### src/hdl/irt_consts.svh
// Purpose: Offsets, field positions, reset values and counts of the IR transmitter.
// Assumes: One 32-bit register word per aligned byte address.
// Notes: Included by the top module and by the bench.
//
// What this block does
// - Timer clock is the reference clock divided by two to the prescale exponent.
// - Carrier stays low until the rise count of timer ticks has elapsed.
// - Carrier falls at the period count, then the cycle repeats.
// - Each encoded bit lasts a programmed number of whole carrier periods.
// - A configuration bit inverts the output polarity.
// - Completion interrupt is raised only while it is enabled.
// - Buffer start address given; buffer is 32-bit words, at most 128.
// - Length of 1 to 4096 bits; exactly that many are sent.
// - Words go out MSB first; a short last word uses upper bits.
// - Start fetches bits by DMA and runs without processor help.
// - A readable busy bit is true only during a transmission.
// - A dedicated bit in the interrupt source bitmap marks completion.
// - The waveform appears on the infra-red timer channel output.
// - Modulated output is carrier AND current bit, before inversion.
`ifndef IRT_CONSTS_SVH
`define IRT_CONSTS_SVH
`define IRT_REF_CLK_HZ 20000000
`define IRT_OFS_CTRL 8'h00
`define IRT_OFS_PRESC 8'h04
`define IRT_OFS_RISE 8'h08
`define IRT_OFS_PERIOD 8'h0C
`define IRT_OFS_BITPER 8'h10
`define IRT_OFS_ADDR 8'h14
`define IRT_OFS_LEN 8'h18
`define IRT_OFS_STATUS 8'h1C
`define IRT_OFS_IRQ_STAT 8'h20
`define IRT_OFS_IRQ_EN 8'h24
`define IRT_OFS_IRQ_CLR 8'h28
`define IRT_CTRL_ENABLE 0
`define IRT_CTRL_INVERT 1
`define IRT_CTRL_START 2
`define IRT_IRQ_DONE 0
`define IRT_MAX_BITS 13'h1000
`define IRT_WORD_BITS 6'h20
`define IRT_WORD_BYTES 32'h00000004
`define IRT_RST_PRESC 4'h0
`define IRT_RST_COUNT 16'h0000
`define IRT_RST_WORD 32'h00000000
`endif

### src/hdl/irt_pkg.sv
// Purpose: Types shared by the IR transmitter files.
// Assumes: Constants come from irt_consts.svh.
// Notes: The state codes change one bit from IDLE to FETCH and from FETCH to RUN; RUN back to IDLE changes both bits.
`default_nettype none
package irt_pkg;
  typedef enum logic [1:0] {
    IRT_IDLE = 2'h0,
    IRT_FETCH = 2'h1,
    IRT_RUN = 2'h3
  } irt_state_t;
  typedef logic [7:0] irt_addr_t;
endpackage
`default_nettype wire

### src/hdl/irt_top.sv
// Purpose: On-off-keyed infra-red waveform generator with DMA bit fetch.
// Assumes: DMA read data arrive with dma_ack; latency below one bit period.
// Notes: Registers on a plain strobe port; read data one cycle later.
//
// The implementer's own choices: the register offsets and the plain strobed port.
`timescale 1ns/10ps
`default_nettype none
`include "irt_consts.svh"
module irt_top (
  input wire logic ref_clk, // 20 MHz clock.
  input wire logic resetn, // Asynchronous reset, active low.
  input wire irt_pkg::irt_addr_t reg_addr, // Register byte address.
  input wire logic [31:0] reg_wdata, // Write data.
  input wire logic reg_wr, // Write strobe.
  input wire logic reg_rd, // Read strobe.
  output logic [31:0] reg_rdata, // Read data, cycle after the strobe.
  output logic dma_req, // DMA word read request.
  output logic [31:0] dma_addr, // DMA byte address.
  input wire logic dma_ack, // DMA word delivered.
  input wire logic [31:0] dma_rdata, // DMA data, valid with ack.
  output logic ir_waveform_output, // Modulated waveform.
  output logic irq // Level interrupt.
);
  import irt_pkg::*;

  // ------------------------------------------------------------
  // Registers and state
  // ------------------------------------------------------------
  logic enable;
  logic output_invert;
  logic [3:0] timer_prescale_exponent;
  logic [15:0] carrier_rise_count;
  logic [15:0] carrier_period_count;
  logic [15:0] bit_period_carriers;
  logic [31:0] buf_addr;
  logic [12:0] tx_len;
  logic [0:0] irq_stat;
  logic [0:0] irq_en;
  logic busy;
  irt_state_t state;
  logic [14:0] presc_cnt;
  logic [15:0] tick_cnt;
  logic [15:0] carr_cnt;
  logic carrier;
  logic [31:0] shreg;
  logic [31:0] pref;
  logic pref_v;
  logic [4:0] bit_idx;
  logic [12:0] bits_left;
  logic done_evt;

  logic start_req;
  logic clr_done;
  logic [14:0] presc_mask;
  logic tick;
  logic period_end;
  logic bit_end;
  logic last_bit;
  logic word_end;
  logic [12:0] word_rem;
  logic need_more;
  logic ir_irq_source;
  logic mod_bit;

  // Start is honoured only when enabled, idle and given a legal length.
  assign start_req = reg_wr && (reg_addr == `IRT_OFS_CTRL) && reg_wdata[`IRT_CTRL_START] &&
    reg_wdata[`IRT_CTRL_ENABLE] && (state == IRT_IDLE) && (tx_len != 13'h0000) &&
    (tx_len <= `IRT_MAX_BITS);
  assign clr_done = reg_wr && (reg_addr == `IRT_OFS_IRQ_CLR) && reg_wdata[`IRT_IRQ_DONE];

  // Timer tick once every two-to-the-exponent reference cycles.
  assign presc_mask = 15'((16'h0001 << timer_prescale_exponent) - 16'h0001);
  assign tick = (state == IRT_RUN) && (presc_cnt == presc_mask);
  assign period_end = tick && (tick_cnt == carrier_period_count - 16'h0001);
  assign bit_end = period_end && (carr_cnt == bit_period_carriers - 16'h0001);
  assign last_bit = bit_end && (bits_left == 13'h0001);
  assign word_end = bit_end && (bit_idx == 5'h1F);

  // A prefetch is needed while bits remain beyond the current word.
  assign word_rem = 13'(`IRT_WORD_BITS - {1'b0, bit_idx});
  assign need_more = bits_left > word_rem;
  assign ir_irq_source = irq_stat[`IRT_IRQ_DONE];

  // Gating of the carrier by the current encoded bit.
  assign mod_bit = carrier & shreg[31];

  // ------------------------------------------------------------
  // Register writes
  // ------------------------------------------------------------
  // Configuration written by software; clearing enable aborts a frame.
  always_ff @(posedge ref_clk or negedge resetn) begin
    if (!resetn) begin
      enable <= 1'b0;
      output_invert <= 1'b0;
      timer_prescale_exponent <= `IRT_RST_PRESC;
      carrier_rise_count <= `IRT_RST_COUNT;
      carrier_period_count <= `IRT_RST_COUNT;
      bit_period_carriers <= `IRT_RST_COUNT;
      buf_addr <= `IRT_RST_WORD;
      tx_len <= 13'h0000;
      irq_en <= 1'b0;
    end else if (reg_wr) begin
      unique case (reg_addr)
        `IRT_OFS_CTRL: begin
          enable <= reg_wdata[`IRT_CTRL_ENABLE];
          output_invert <= reg_wdata[`IRT_CTRL_INVERT];
        end
        `IRT_OFS_PRESC: timer_prescale_exponent <= reg_wdata[3:0];
        `IRT_OFS_RISE: carrier_rise_count <= reg_wdata[15:0];
        `IRT_OFS_PERIOD: carrier_period_count <= reg_wdata[15:0];
        `IRT_OFS_BITPER: bit_period_carriers <= reg_wdata[15:0];
        `IRT_OFS_ADDR: buf_addr <= {reg_wdata[31:2], 2'b00};
        `IRT_OFS_LEN: tx_len <= reg_wdata[12:0];
        `IRT_OFS_IRQ_EN: irq_en <= reg_wdata[0:0];
        default: begin
        end
      endcase
    end
  end

  // ------------------------------------------------------------
  // Register reads
  // ------------------------------------------------------------
  // Unmapped and write-only offsets read as zero.
  always_ff @(posedge ref_clk or negedge resetn) begin
    if (!resetn) begin
      reg_rdata <= `IRT_RST_WORD;
    end else if (reg_rd) begin
      unique case (reg_addr)
        `IRT_OFS_CTRL: reg_rdata <= {30'h0, output_invert, enable};
        `IRT_OFS_PRESC: reg_rdata <= {28'h0, timer_prescale_exponent};
        `IRT_OFS_RISE: reg_rdata <= {16'h0, carrier_rise_count};
        `IRT_OFS_PERIOD: reg_rdata <= {16'h0, carrier_period_count};
        `IRT_OFS_BITPER: reg_rdata <= {16'h0, bit_period_carriers};
        `IRT_OFS_ADDR: reg_rdata <= buf_addr;
        `IRT_OFS_LEN: reg_rdata <= {19'h0, tx_len};
        `IRT_OFS_STATUS: reg_rdata <= {31'h0, busy};
        `IRT_OFS_IRQ_STAT: reg_rdata <= {31'h0, ir_irq_source};
        `IRT_OFS_IRQ_EN: reg_rdata <= {31'h0, irq_en};
        default: reg_rdata <= `IRT_RST_WORD;
      endcase
    end else begin
      reg_rdata <= `IRT_RST_WORD;
    end
  end

  // ------------------------------------------------------------
  // Timer and carrier
  // ------------------------------------------------------------
  // Prescaler restarts with each frame so the first period is exact.
  always_ff @(posedge ref_clk or negedge resetn) begin
    if (!resetn) begin
      presc_cnt <= 15'h0000;
    end else if (state != IRT_RUN || tick) begin
      presc_cnt <= 15'h0000;
    end else begin
      presc_cnt <= presc_cnt + 15'h0001;
    end
  end

  // Carrier is low for the rise count, high up to the period count.
  always_ff @(posedge ref_clk or negedge resetn) begin
    if (!resetn) begin
      tick_cnt <= 16'h0000;
      carr_cnt <= 16'h0000;
      carrier <= 1'b0;
    end else if (state != IRT_RUN) begin
      tick_cnt <= 16'h0000;
      carr_cnt <= 16'h0000;
      carrier <= 1'b0;
    end else if (tick) begin
      if (period_end) begin
        tick_cnt <= 16'h0000;
        carrier <= 1'b0;
        carr_cnt <= bit_end ? 16'h0000 : carr_cnt + 16'h0001;
      end else begin
        tick_cnt <= tick_cnt + 16'h0001;
        carrier <= (tick_cnt + 16'h0001) >= carrier_rise_count;
      end
    end
  end

  // ------------------------------------------------------------
  // Sequencer and DMA
  // ------------------------------------------------------------
  // The next word is prefetched so word boundaries carry no gap.
  always_ff @(posedge ref_clk or negedge resetn) begin
    if (!resetn) begin
      state <= IRT_IDLE;
      dma_req <= 1'b0;
      dma_addr <= `IRT_RST_WORD;
      shreg <= `IRT_RST_WORD;
      pref <= `IRT_RST_WORD;
      pref_v <= 1'b0;
      bit_idx <= 5'h00;
      bits_left <= 13'h0000;
      done_evt <= 1'b0;
    end else begin
      done_evt <= 1'b0;
      if (!enable) begin
        state <= IRT_IDLE;
        dma_req <= 1'b0;
        pref_v <= 1'b0;
      end else begin
        unique case (state)
          IRT_IDLE: begin
            if (start_req) begin
              dma_addr <= buf_addr;
              dma_req <= 1'b1;
              bits_left <= tx_len;
              bit_idx <= 5'h00;
              pref_v <= 1'b0;
              state <= IRT_FETCH;
            end
          end
          IRT_FETCH: begin
            if (dma_ack) begin
              dma_req <= 1'b0;
              shreg <= dma_rdata;
              dma_addr <= dma_addr + `IRT_WORD_BYTES;
              state <= IRT_RUN;
            end
          end
          IRT_RUN: begin
            if (dma_req && dma_ack) begin
              dma_req <= 1'b0;
              pref <= dma_rdata;
              pref_v <= 1'b1;
              dma_addr <= dma_addr + `IRT_WORD_BYTES;
            end else if (!dma_req && !pref_v && need_more && !bit_end) begin
              dma_req <= 1'b1;
            end
            if (last_bit) begin
              state <= IRT_IDLE;
              done_evt <= 1'b1;
              dma_req <= 1'b0;
            end else if (bit_end) begin
              bits_left <= bits_left - 13'h0001;
              bit_idx <= bit_idx + 5'h01;
              if (word_end) begin
                shreg <= pref;
                pref_v <= 1'b0;
              end else begin
                shreg <= {shreg[30:0], 1'b0};
              end
            end
          end
        endcase
      end
    end
  end

  // ------------------------------------------------------------
  // Output, busy and interrupt
  // ------------------------------------------------------------
  // Outside a frame the pin rests at its inactive level.
  always_ff @(posedge ref_clk or negedge resetn) begin
    if (!resetn) begin
      ir_waveform_output <= 1'b0;
      busy <= 1'b0;
    end else begin
      ir_waveform_output <= ((state == IRT_RUN) & mod_bit) ^ output_invert;
      // Busy rises with an accepted start, so a read right behind the start already sees it.
      busy <= enable && (((state != IRT_IDLE) && !last_bit) || start_req);
    end
  end

  // Sticky completion bit; a new event wins over a clear.
  always_ff @(posedge ref_clk or negedge resetn) begin
    if (!resetn) begin
      irq_stat <= 1'b0;
      irq <= 1'b0;
    end else begin
      irq_stat <= done_evt ? 1'b1 : (clr_done ? 1'b0 : irq_stat);
      irq <= |(irq_stat & irq_en);
    end
  end
endmodule
`default_nettype wire

### config.mk
export PLATFORM = sky130hd
export DESIGN_NAME = irt_top
export DESIGN_NICKNAME = d
export VERILOG_FILES = /design/src/hdl/irt_pkg.sv /design/src/hdl/irt_top.sv
export VERILOG_INCLUDE_DIRS = /design/src /design/src/hdl
export SDC_FILE = /design/constraint.sdc
export NUM_CORES = 1
export LEC_CHECK = 0
export BUFFER_PORTS_ARGS = -buffer_cell sky130_fd_sc_hd__buf_4
export CAP_MARGIN = 20
export CORE_ASPECT_RATIO = 1.2
export CORE_UTILIZATION = 40
export CTS_BUF_LIST = sky130_fd_sc_hd__clkbuf_16
export CTS_CLUSTER_SIZE = 16
export DETAILED_ROUTE_END_ITERATION = 8
export GPL_ROUTABILITY_DRIVEN = 0
export PLACE_DENSITY_LB_ADDON = 0.08
export SKIP_CTS_REPAIR_TIMING = 1
export SYNTH_ARGS = -nofsm -noshare
export SYNTH_HDL_FRONTEND = slang
export SYNTH_SLANG_ARGS = --single-unit
### constraint.sdc
create_clock -name ref_clk -period 4.1 [get_ports ref_clk]
set_input_delay 0.41 -clock ref_clk [delete_from_list [all_inputs] [get_ports ref_clk]]
set_output_delay 0.41 -clock ref_clk [all_outputs]
set_load 0.02 [all_outputs]
* Word level (Yosys, flattened, before mapping)
Index checks and enable logic that the tools add are counted.
Widths: inputs -> output; s select.
** Word-level totals
- Register bits after elaboration :: 301
- Bits in latches :: 0
- Memory bits (writable) :: 0
- ROM bits :: 0
- Bits of input ports :: 77
- Output and inout bits :: 67
- Logic and storage cells :: 177
- Memories kept :: 0
** Operators by class
- $add $sub $neg :: 10
- $mul :: 0
- Div/mod/pow operators :: 0
- Magnitude comparators :: 3
- Eq/ne operators :: 28
- Shift operators :: 1
- Mux-type cells :: 54
- Bitwise logic cells :: 4
- Reductions and logical operators :: 50
** Operator list (number)
- $pmux 32 s10 :: 1
- $mux 32 :: 8
- $mux 16 :: 7
- $pmux 32 s3 :: 1
- $pmux 32 s2 :: 1
- $mux 13 :: 3
- $add 16x1->16 const B :: 2
- $add 32x3->32 const B :: 1
- $eq 16x16->1 :: 2
- $eq 8x5->1 const B :: 4
- $sub 16x1->16 const B :: 2
- $pmux 13 s2 :: 1
- $eq 8x6->1 const B :: 3
- $mux 1 :: 20
- $reduce_and 2->1 :: 10
- $logic_and 1x1->1 :: 19
- $eq 8x4->1 const B :: 2
- $ge 16x16->1 :: 1
- $add 15x1->15 const B :: 1
- $eq 15x15->1 :: 1
- $mux 15 :: 1
- $mux 5 :: 3
- $shl 1x4->15 const A :: 1
- $sub 15x1->15 const B :: 1
- other kinds (30) :: 54

* Depth between registers and ports, before layout
Gate-level depths: netlist of run 1.
- Depth in word-level cells :: 13
- Mapped depth :: 19
- Gate-level depth less buffers :: 14

* Least setup slack after synthesis of run 1
OpenSTA, ideal clock, no wires.
- Path kind :: register to register
- Start point :: register timer_prescale_exponent[1]
- End point :: register shreg[10]
- Library setup time :: 0.103 ns
- Arrival :: 3.963 ns
- Required time :: 3.997 ns
- Path slack :: 0.034 ns
- Stages on the path, launching flop included :: 19
- Buffers on the path :: 6
- Period minus slack after synthesis :: 4.066 ns
- Cell sequence :: dfrtp_1 -> clkbuf_1 -> clkbuf_1 -> nor2_1 -> nand2_1 -> ha_1 -> or3b_1 -> a211o_1 -> and3_1 -> nor4_2 -> and4_1 -> buf_4 -> and2_1 -> buf_4 -> a22oi_2 -> or3_1 -> buf_2 -> buf_6 -> o41ai_2
** Between the ends
- Word-level cells in the longest chain between the ends :: 11
- Elaborated cells on any way between the ends :: 15
** Ends and longest elaborated chain
- from (decl) :: RTL line irt_top.sv:31 : logic [3:0] timer_prescale_exponent;
- from (signal assigned) :: RTL line irt_top.sv:95 : timer_prescale_exponent <= `IRT_RST_PRESC;
- from (signal assigned) :: RTL line irt_top.sv:108 : `IRT_OFS_PRESC: timer_prescale_exponent <= reg_wdata[3:0];
- $shl 1x4->15 * :: RTL line irt_top.sv:72 : assign presc_mask = 15'((16'h0001 << timer_prescale_exponent) - 16'h0001);
- $sub 15x1->15 * :: RTL line irt_top.sv:72
- $eq 15x15->1 * :: RTL line irt_top.sv:73 : assign tick = (state == IRT_RUN) && (presc_cnt == presc_mask);
- $logic_and 1x1->1 * :: RTL line irt_top.sv:73
- $logic_and 1x1->1 * :: RTL line irt_top.sv:74 : assign period_end = tick && (tick_cnt == carrier_period_count - 16'h0001);
- $logic_and 1x1->1 * :: RTL line irt_top.sv:75 : assign bit_end = period_end && (carr_cnt == bit_period_carriers - 16'h0001);
- $logic_and 1x1->1 :: RTL line irt_top.sv:77 : assign word_end = bit_end && (bit_idx == 5'h1F);
- $mux 32 :: RTL line irt_top.sv:240 : if (word_end) begin
- $mux 32 :: RTL line irt_top.sv:237 : end else if (bit_end) begin
- $mux 32 :: RTL line irt_top.sv:233 : if (last_bit) begin
- $pmux 32 s2 :: RTL line irt_top.sv:205 : unique case (state)
- to (signal assigned) :: RTL line irt_top.sv:219 : shreg <= dma_rdata;
- to (signal assigned) :: RTL line irt_top.sv:241 : shreg <= pref;
- to (signal assigned) :: RTL line irt_top.sv:244 : shreg <= {shreg[30:0], 1'b0};
- to (decl) :: RTL line irt_top.sv:45 : logic [31:0] shreg;
Every way passes the cells marked *; elsewhere a longest branch is shown, timed or not. The select of a mux whose other input is x is not followed.
A chain may end at the register's enable or synchronous reset.

* Worst setup path in the final report of run 1
- Start point :: register timer_prescale_exponent[3]
- End point :: register shreg[1]
Same word-level chain as after synthesis.

==> impl_metrics.ini, run 1 <==
[outcome]
status = completed

[cells_and_area]
nNetsFinal = 1934
syn_to_final_growth_pct = 17.27
num_antenna_cells = 0
nFillCells = 3895
drive_above_1_share = 0.2362

[sta]
rsz0062_at_grt = false
fin_skew_ns = 0.01696
relSlewSlack = 0.4198
finalWorstSetupSlack_ns = 0.2109
fin_crit_sh = 0.9485
max_freq_ghz = 0.2571
tightest_slew_ns = 0.8682
slew_viol_final = 0
period_minus_slack_ns = 3.889
setup_viol = 0
hold_viol_final = 0
setup-tns-final_ns = 0

[route]
num_vias = 13850
wl_per_cell_um = 21.03
firstDrtPassIters = 5
drt_first_iter_violations = 880
via_per_inst = 5.817
postRouteAntennaNets = 0
wl_mm = 50.07
drc = 0

[yosys]
synth_flop_cell = dfrtp_1
ys_top_cells_by_area = dfrtp_1 (45%), mux2_2 (8.5%), o21ai_0 (2.8%), o41ai_2 (2.8%), a21oi_1 (2.8%)
ys_async_sr_fraction = 1.000
syn_inst = 1704
synth_top_area_frac = 0.4468
synth.most_common_cell = dfrtp_1
ys_seq_elements = 299
yosysTopAreaCell = dfrtp_1
avgSynthCellArea_um2 = 9.828
synth_edf_count = 0
ys_seq_area_frac = 0.4468
syn_area_um2 = 16750
yosysWarnings = 0
synth_cell_types = 78
synth_common_cells = dfrtp_1 (299), mux2_2 (126), nor2_1 (109)

[floorplan]
initial_core_util = 0.4080
die_w_um = 188.8
pin_count = 144
coreArea_um2 = 41050
dieArea_um2 = 42690
fp.dieH_um = 226.1
rows = 81

[min_path]
hp-class = input port to register

[power]
power_density_nw_per_um2 = 342.8
power.internal_mw = 5.036
switching_share = 0.2519
p_switching_mw = 1.696
ir_drop_v = 0.0002434
comb_power_share = 0.100
power_frac_seq = 0.454
p_leak_nw = 8.900
p_clk_frac = 0.445

[cts]
htreeDepth = 2
clkSinkCount = 299
cts-root-buf = clkbuf_16
path_clk_slew_ns = 0.06
clock_tree.buffer_depth = 3
insertion_delay_ns = 0.52
cts_tree = done
cts_made_buffers = 35

[place]
io_buffers = 141
hpwl_mm = 35.28
place_ws_ns = 0.1221

[setup_path]
end_kind = register
critical_path_buf_inv_count = 2
critPathMaxStageDelay_ns = 0.45
crit_slowest_cell = or3b_1
path_max_fanout = 39
critical_path_class = register to register
crit_chain = nor2_1 -> nand2_1 -> ha_1 -> or3b_1 -> a211o_1 -> and3_1 -> nor4_4 -> and4_4 -> and2_1 -> buf_4 -> and3_2 -> buf_12 -> nor3_1 -> o41ai_1
critical_path.startpoint_type = register
regToRegSetupSlack_ns = 0.21
cp.required_ns = 4.50
cpLargestDelayFamily = simple AND/OR/NAND/NOR gates
arrival_ns = 4.29

[global_route]
grt_pass1_wl_mm = 79.36
grt_max_degree = 90
grt-ovfl-total = 0
first_global_vias = 13680
track_usage = 0.2362
antenna_found_initial = 0

[flow_run]
max-cap-violations = 0
==> cell type report <==
class	count	area (µm²)	share of cell area
Inverter	48	180.2	0.009174
Clock buffer	37	925.9	0.04714
Tap cell	539	674.4	0.03434
Multi-Input combinational cell	1240	8640	0.4399
Sequential cell	299	7482	0.3810
Clock inverter	19	142.6	0.007263
Timing Repair Buffer	199	1595	0.08123
==> layer usage <==
metal | track usage | up-vias | routed length [µm]
met2 | 0.3861 | 339 | 24160
met3 | 0.03092 | 96 | 2098
met1 | 0.3178 | 6912 | 22000
met4 | 0.08923 | 0 | 1815
met5 | 0 | - | 0
li1 | - | 6503 | -
==> registers in the layout (all words and copies together), names as in the netlist, 2 cells and up <==
name / cells
bit_idx: 5
carrier_rise_count: 16
timer_prescale_exponent: 4
tick_cnt: 16
carr_cnt: 16
bit_period_carriers: 16
tx_len: 13
carrier_period_count: 16
presc_cnt: 15
reg_rdata: 32
state: 2
shreg: 32
buf_addr: 30
dma_addr: 30
bits_left: 13
pref: 32
==> kinds of logic after synthesis <==
group	Yosys count	synth area share
AND/OR/NAND/NOR	599	0.1939
AO/OA/AOI/OAI	400	0.1667
flip-flops	299	0.4468
buffers and inverters	166	0.04049
multiplexers	132	0.08831
XOR/XNOR	73	0.03818
adder cells (fa/ha/maj)	34	0.02540
other	1	0.0002239
==> power groups by stage <==
| stage | registers, mW | logic [mW] | clock network, mW |
|---|---|---|---|
| after CTS | 3.06 | 0.671 | 3.08 |
| after detailed placement | 3.11 | 0.667 | 0 |
| final | 3.06 | 0.676 | 3.00 |
| after global placement | 3.11 | 0.660 | 0 |
| after global routing | 3.06 | 0.745 | 3.20 |
| after floorplan | 3.08 | 0.389 | 0 |
==> through the flow <==
step / cells / power [mW] / hold slack (ns) / utilization / instance area, µm²
finish: 2381 / 6.732 / 0.1247 / 0.4785 / 19640
global route: 2381 / 7.012 / 0.1058 / 0.4785 / 19640
CTS: 2379 / 6.809 / -0.06699 / 0.4774 / 19590
detailed placement: 2323 / 3.778 / 0.4912 / 0.4513 / 18530
global placement: 2323 / 3.770 / 0.4846 / 0.4513 / 18530
floorplan: 1705 / 3.473 / 0.1144 / - / 16750
==> worst paths after layout <==
path                                            start            end  cells after the start
min in group asynchronous                      resetn    tick_cnt[8]                      2
setup / recovery           timer_prescale_exponent[3]       shreg[1]                     14
max in group asynchronous                      resetn    carr_cnt[3]                      3
setup reg to reg           timer_prescale_exponent[3]       shreg[1]                     14
hold / removal                          reg_wdata[25]   buf_addr[25]                      2
hold reg to reg                          buf_addr[16]  reg_rdata[16]                      1
==> placed cells by master (no fill, tap or decap), types with 7 or more instances in the layout <==
master / netlist / layout
dfrtp_1: 299 / 299
buf_4: 4 / 189
mux2_2: 126 / 126
nor2_1: 109 / 108
nand2_1: 106 / 105
o21ai_0: 95 / 95
a21oi_1: 94 / 93
nand3_1: 84 / 84
nor3_1: 56 / 55
inv_1: 48 / 51
and3_1: 46 / 45
xnor2_1: 42 / 42
o31ai_1: 41 / 41
clkbuf_16: 0 / 37
ha_1: 34 / 34
nor3b_1: 33 / 32
xor2_1: 31 / 31
o22ai_1: 31 / 31
o41ai_2: 29 / 29
and2_1: 28 / 27
or3_1: 21 / 21
a22oi_1: 21 / 21
nor4_1: 17 / 17
a31oi_1: 17 / 17
nand2b_1: 17 / 17
nand4_1: 17 / 17
or4_1: 11 / 11
a21o_1: 9 / 9
a222oi_1: 8 / 8
a211oi_1: 8 / 8
nand3b_1: 7 / 7
nor4b_1: 7 / 7
buf_12: 0 / 7
Power figures use the tool's default switching activity.
==> inputs of run 2 (changes only) <==
Settings changed: MAX_ROUTING_LAYER set to met4.
==> run 2 against run 1 <==
  * Via count shrank 0.30%
  * Final area stayed put
  * Clock power is essentially flat
  * Sequential power is essentially flat
  * Critical endpoint is now shreg[31]
  * Clock skew grew 0.00097 ns
  * Combinational power about the same
  * Clock-buffer cell count stayed put
  * Register-to-register slack improved by 0.02 ns
  * Flip-flop and latch count unchanged
  * Setup slack gained 0.025 ns
  * Sequential share of layout area unchanged
==> impl_metrics.ini, run 2 (synthesis gave the netlist of run 1 again) <==
[setup_path]
path_max_fanout = 39
cp.required_ns = 4.50
critical_path_class = register to register
critical_path.startpoint_type = register
end_kind = register
arrival_ns = 4.26

[sta]
setup_viol = 0
fin_crit_sh = 0.9425
relSlewSlack = 0.4113
fin_hold_ws_ns = 0.1253
tightest_slew_ns = 0.8809
hold_viol_final = 0
fin_skew_ns = 0.01793
rsz0062_at_grt = false
period_minus_slack_ns = 3.864
finalWorstSetupSlack_ns = 0.2357
max_freq_ghz = 0.2588
slew_viol_final = 0
setup-tns-final_ns = 0

[global_route]
grt_pass1_wl_mm = 79.36
grt_max_degree = 90
first_global_vias = 13700
grt-ovfl-total = 0
antenna_found_initial = 0
track_usage = 0.2433

[route]
wl_per_cell_um = 20.98
drt_first_iter_violations = 832
via_per_inst = 5.800
firstDrtPassIters = 7
wl_mm = 49.96
wl_met3_mm = 2.005
maxUsedRoutingLayer = met4
met2_length_mm = 24.15
postRouteAntennaNets = 0
drc = 0
num_vias = 13810
m1WireLength_mm = 21.98

[cells_and_area]
num_antenna_cells = 0
nNetsFinal = 1934
layout_commonest_cell = dfrtp_1
drive_above_1_share = 0.2362
utilization = 0.4785
reg_top3 = pref: 32 flops, reg_rdata: 32 flops, shreg: 32 flops
layout_common_cells = dfrtp_1 (299), buf_4 (189), mux2_2 (126), nor2_1 (108), nand2_1 (105)
layout.cells.non_filler = 2381
syn_to_final_growth_pct = 17.27
design_area_um2 = 19640

[power]
power.total_mw = 6.734
p_leak_nw = 8.900
power_density_nw_per_um2 = 342.9
ir_drop_v = 0.0002448

[cts]
insertion_delay_ns = 0.52
cts-root-buf = clkbuf_16
cts_tree = done
cts_made_buffers = 35
htreeDepth = 2
clkSinkCount = 299
clock_tree.buffer_depth = 3
path_clk_slew_ns = 0.06

[floorplan]
pin_count = 144
rows = 81
coreArea_um2 = 41050
dieArea_um2 = 42690
fp.dieH_um = 226.1
initial_core_util = 0.4080
die_w_um = 188.8

[place]
io_buffers = 141
place_inst = 2323
place_area_um2 = 18530
place_ws_ns = 0.1221
hpwl_mm = 35.28

[flow_run]
max-cap-violations = 0

[min_path]
hp-class = input port to register

[outcome]
status = completed
## run 2: where the power goes
| part | internal (mW) | total (mW) | switching [mW] | leakage, nW |
|---|---|---|---|---|
| Clock | 1.74 | 3.00 | 1.26 | 0.532 |
| Combinational | 0.294 | 0.675 | 0.382 | 4.23 |
| Sequential | 3.00 | 3.06 | 0.0605 | 4.14 |
## run 2: layout make-up
cell class,count,area (µm²)
multi-input cells,1240,8640
inverters,48,180.2
well taps,539,674.4
repair buffers,199,1595
clock buffers,37,925.9
fillers,3895,21410
flip-flops and latches,299,7482
clock inverters,19,142.6
## run 2: path summary, 6_finish.rpt
path                       cells past startpoint                     end  slack, ns                        from
min reg2reg                                    1           reg_rdata[16]       0.50                buf_addr[16]
max reg2reg                                   15               shreg[31]       0.24  timer_prescale_exponent[3]
max in group asynchronous                      3  carrier_rise_count[15]       2.57                      resetn
min in group asynchronous                      2             tick_cnt[7]       0.48                      resetn
min                                            2            buf_addr[25]       0.13               reg_wdata[25]
max                                           15               shreg[31]       0.24  timer_prescale_exponent[3]
## run 2: worst max-delay path, cell delays in order, from the launching register on
cell and delay [ns]:
dfrtp_1 0.38, nor2_1 0.21, nand2_1 0.10, ha_1 0.21
buf_4 0.17, or3_1 0.39, a211oi_1 0.40, nor3_1 0.11
and4_1 0.22, and4_4 0.20, and2_1 0.20, buf_4 0.20
and3_2 0.25, buf_12 0.17, nor3b_1 0.16, o41ai_1 0.36
## run 2: per-layer routing
metal  GRT usage  vias to the layer above
met2      0.3860                      323
met3     0.03030                       97
li1            -                     6507
met5           -                        -
met4     0.08923                        0
met1      0.3186                     6882
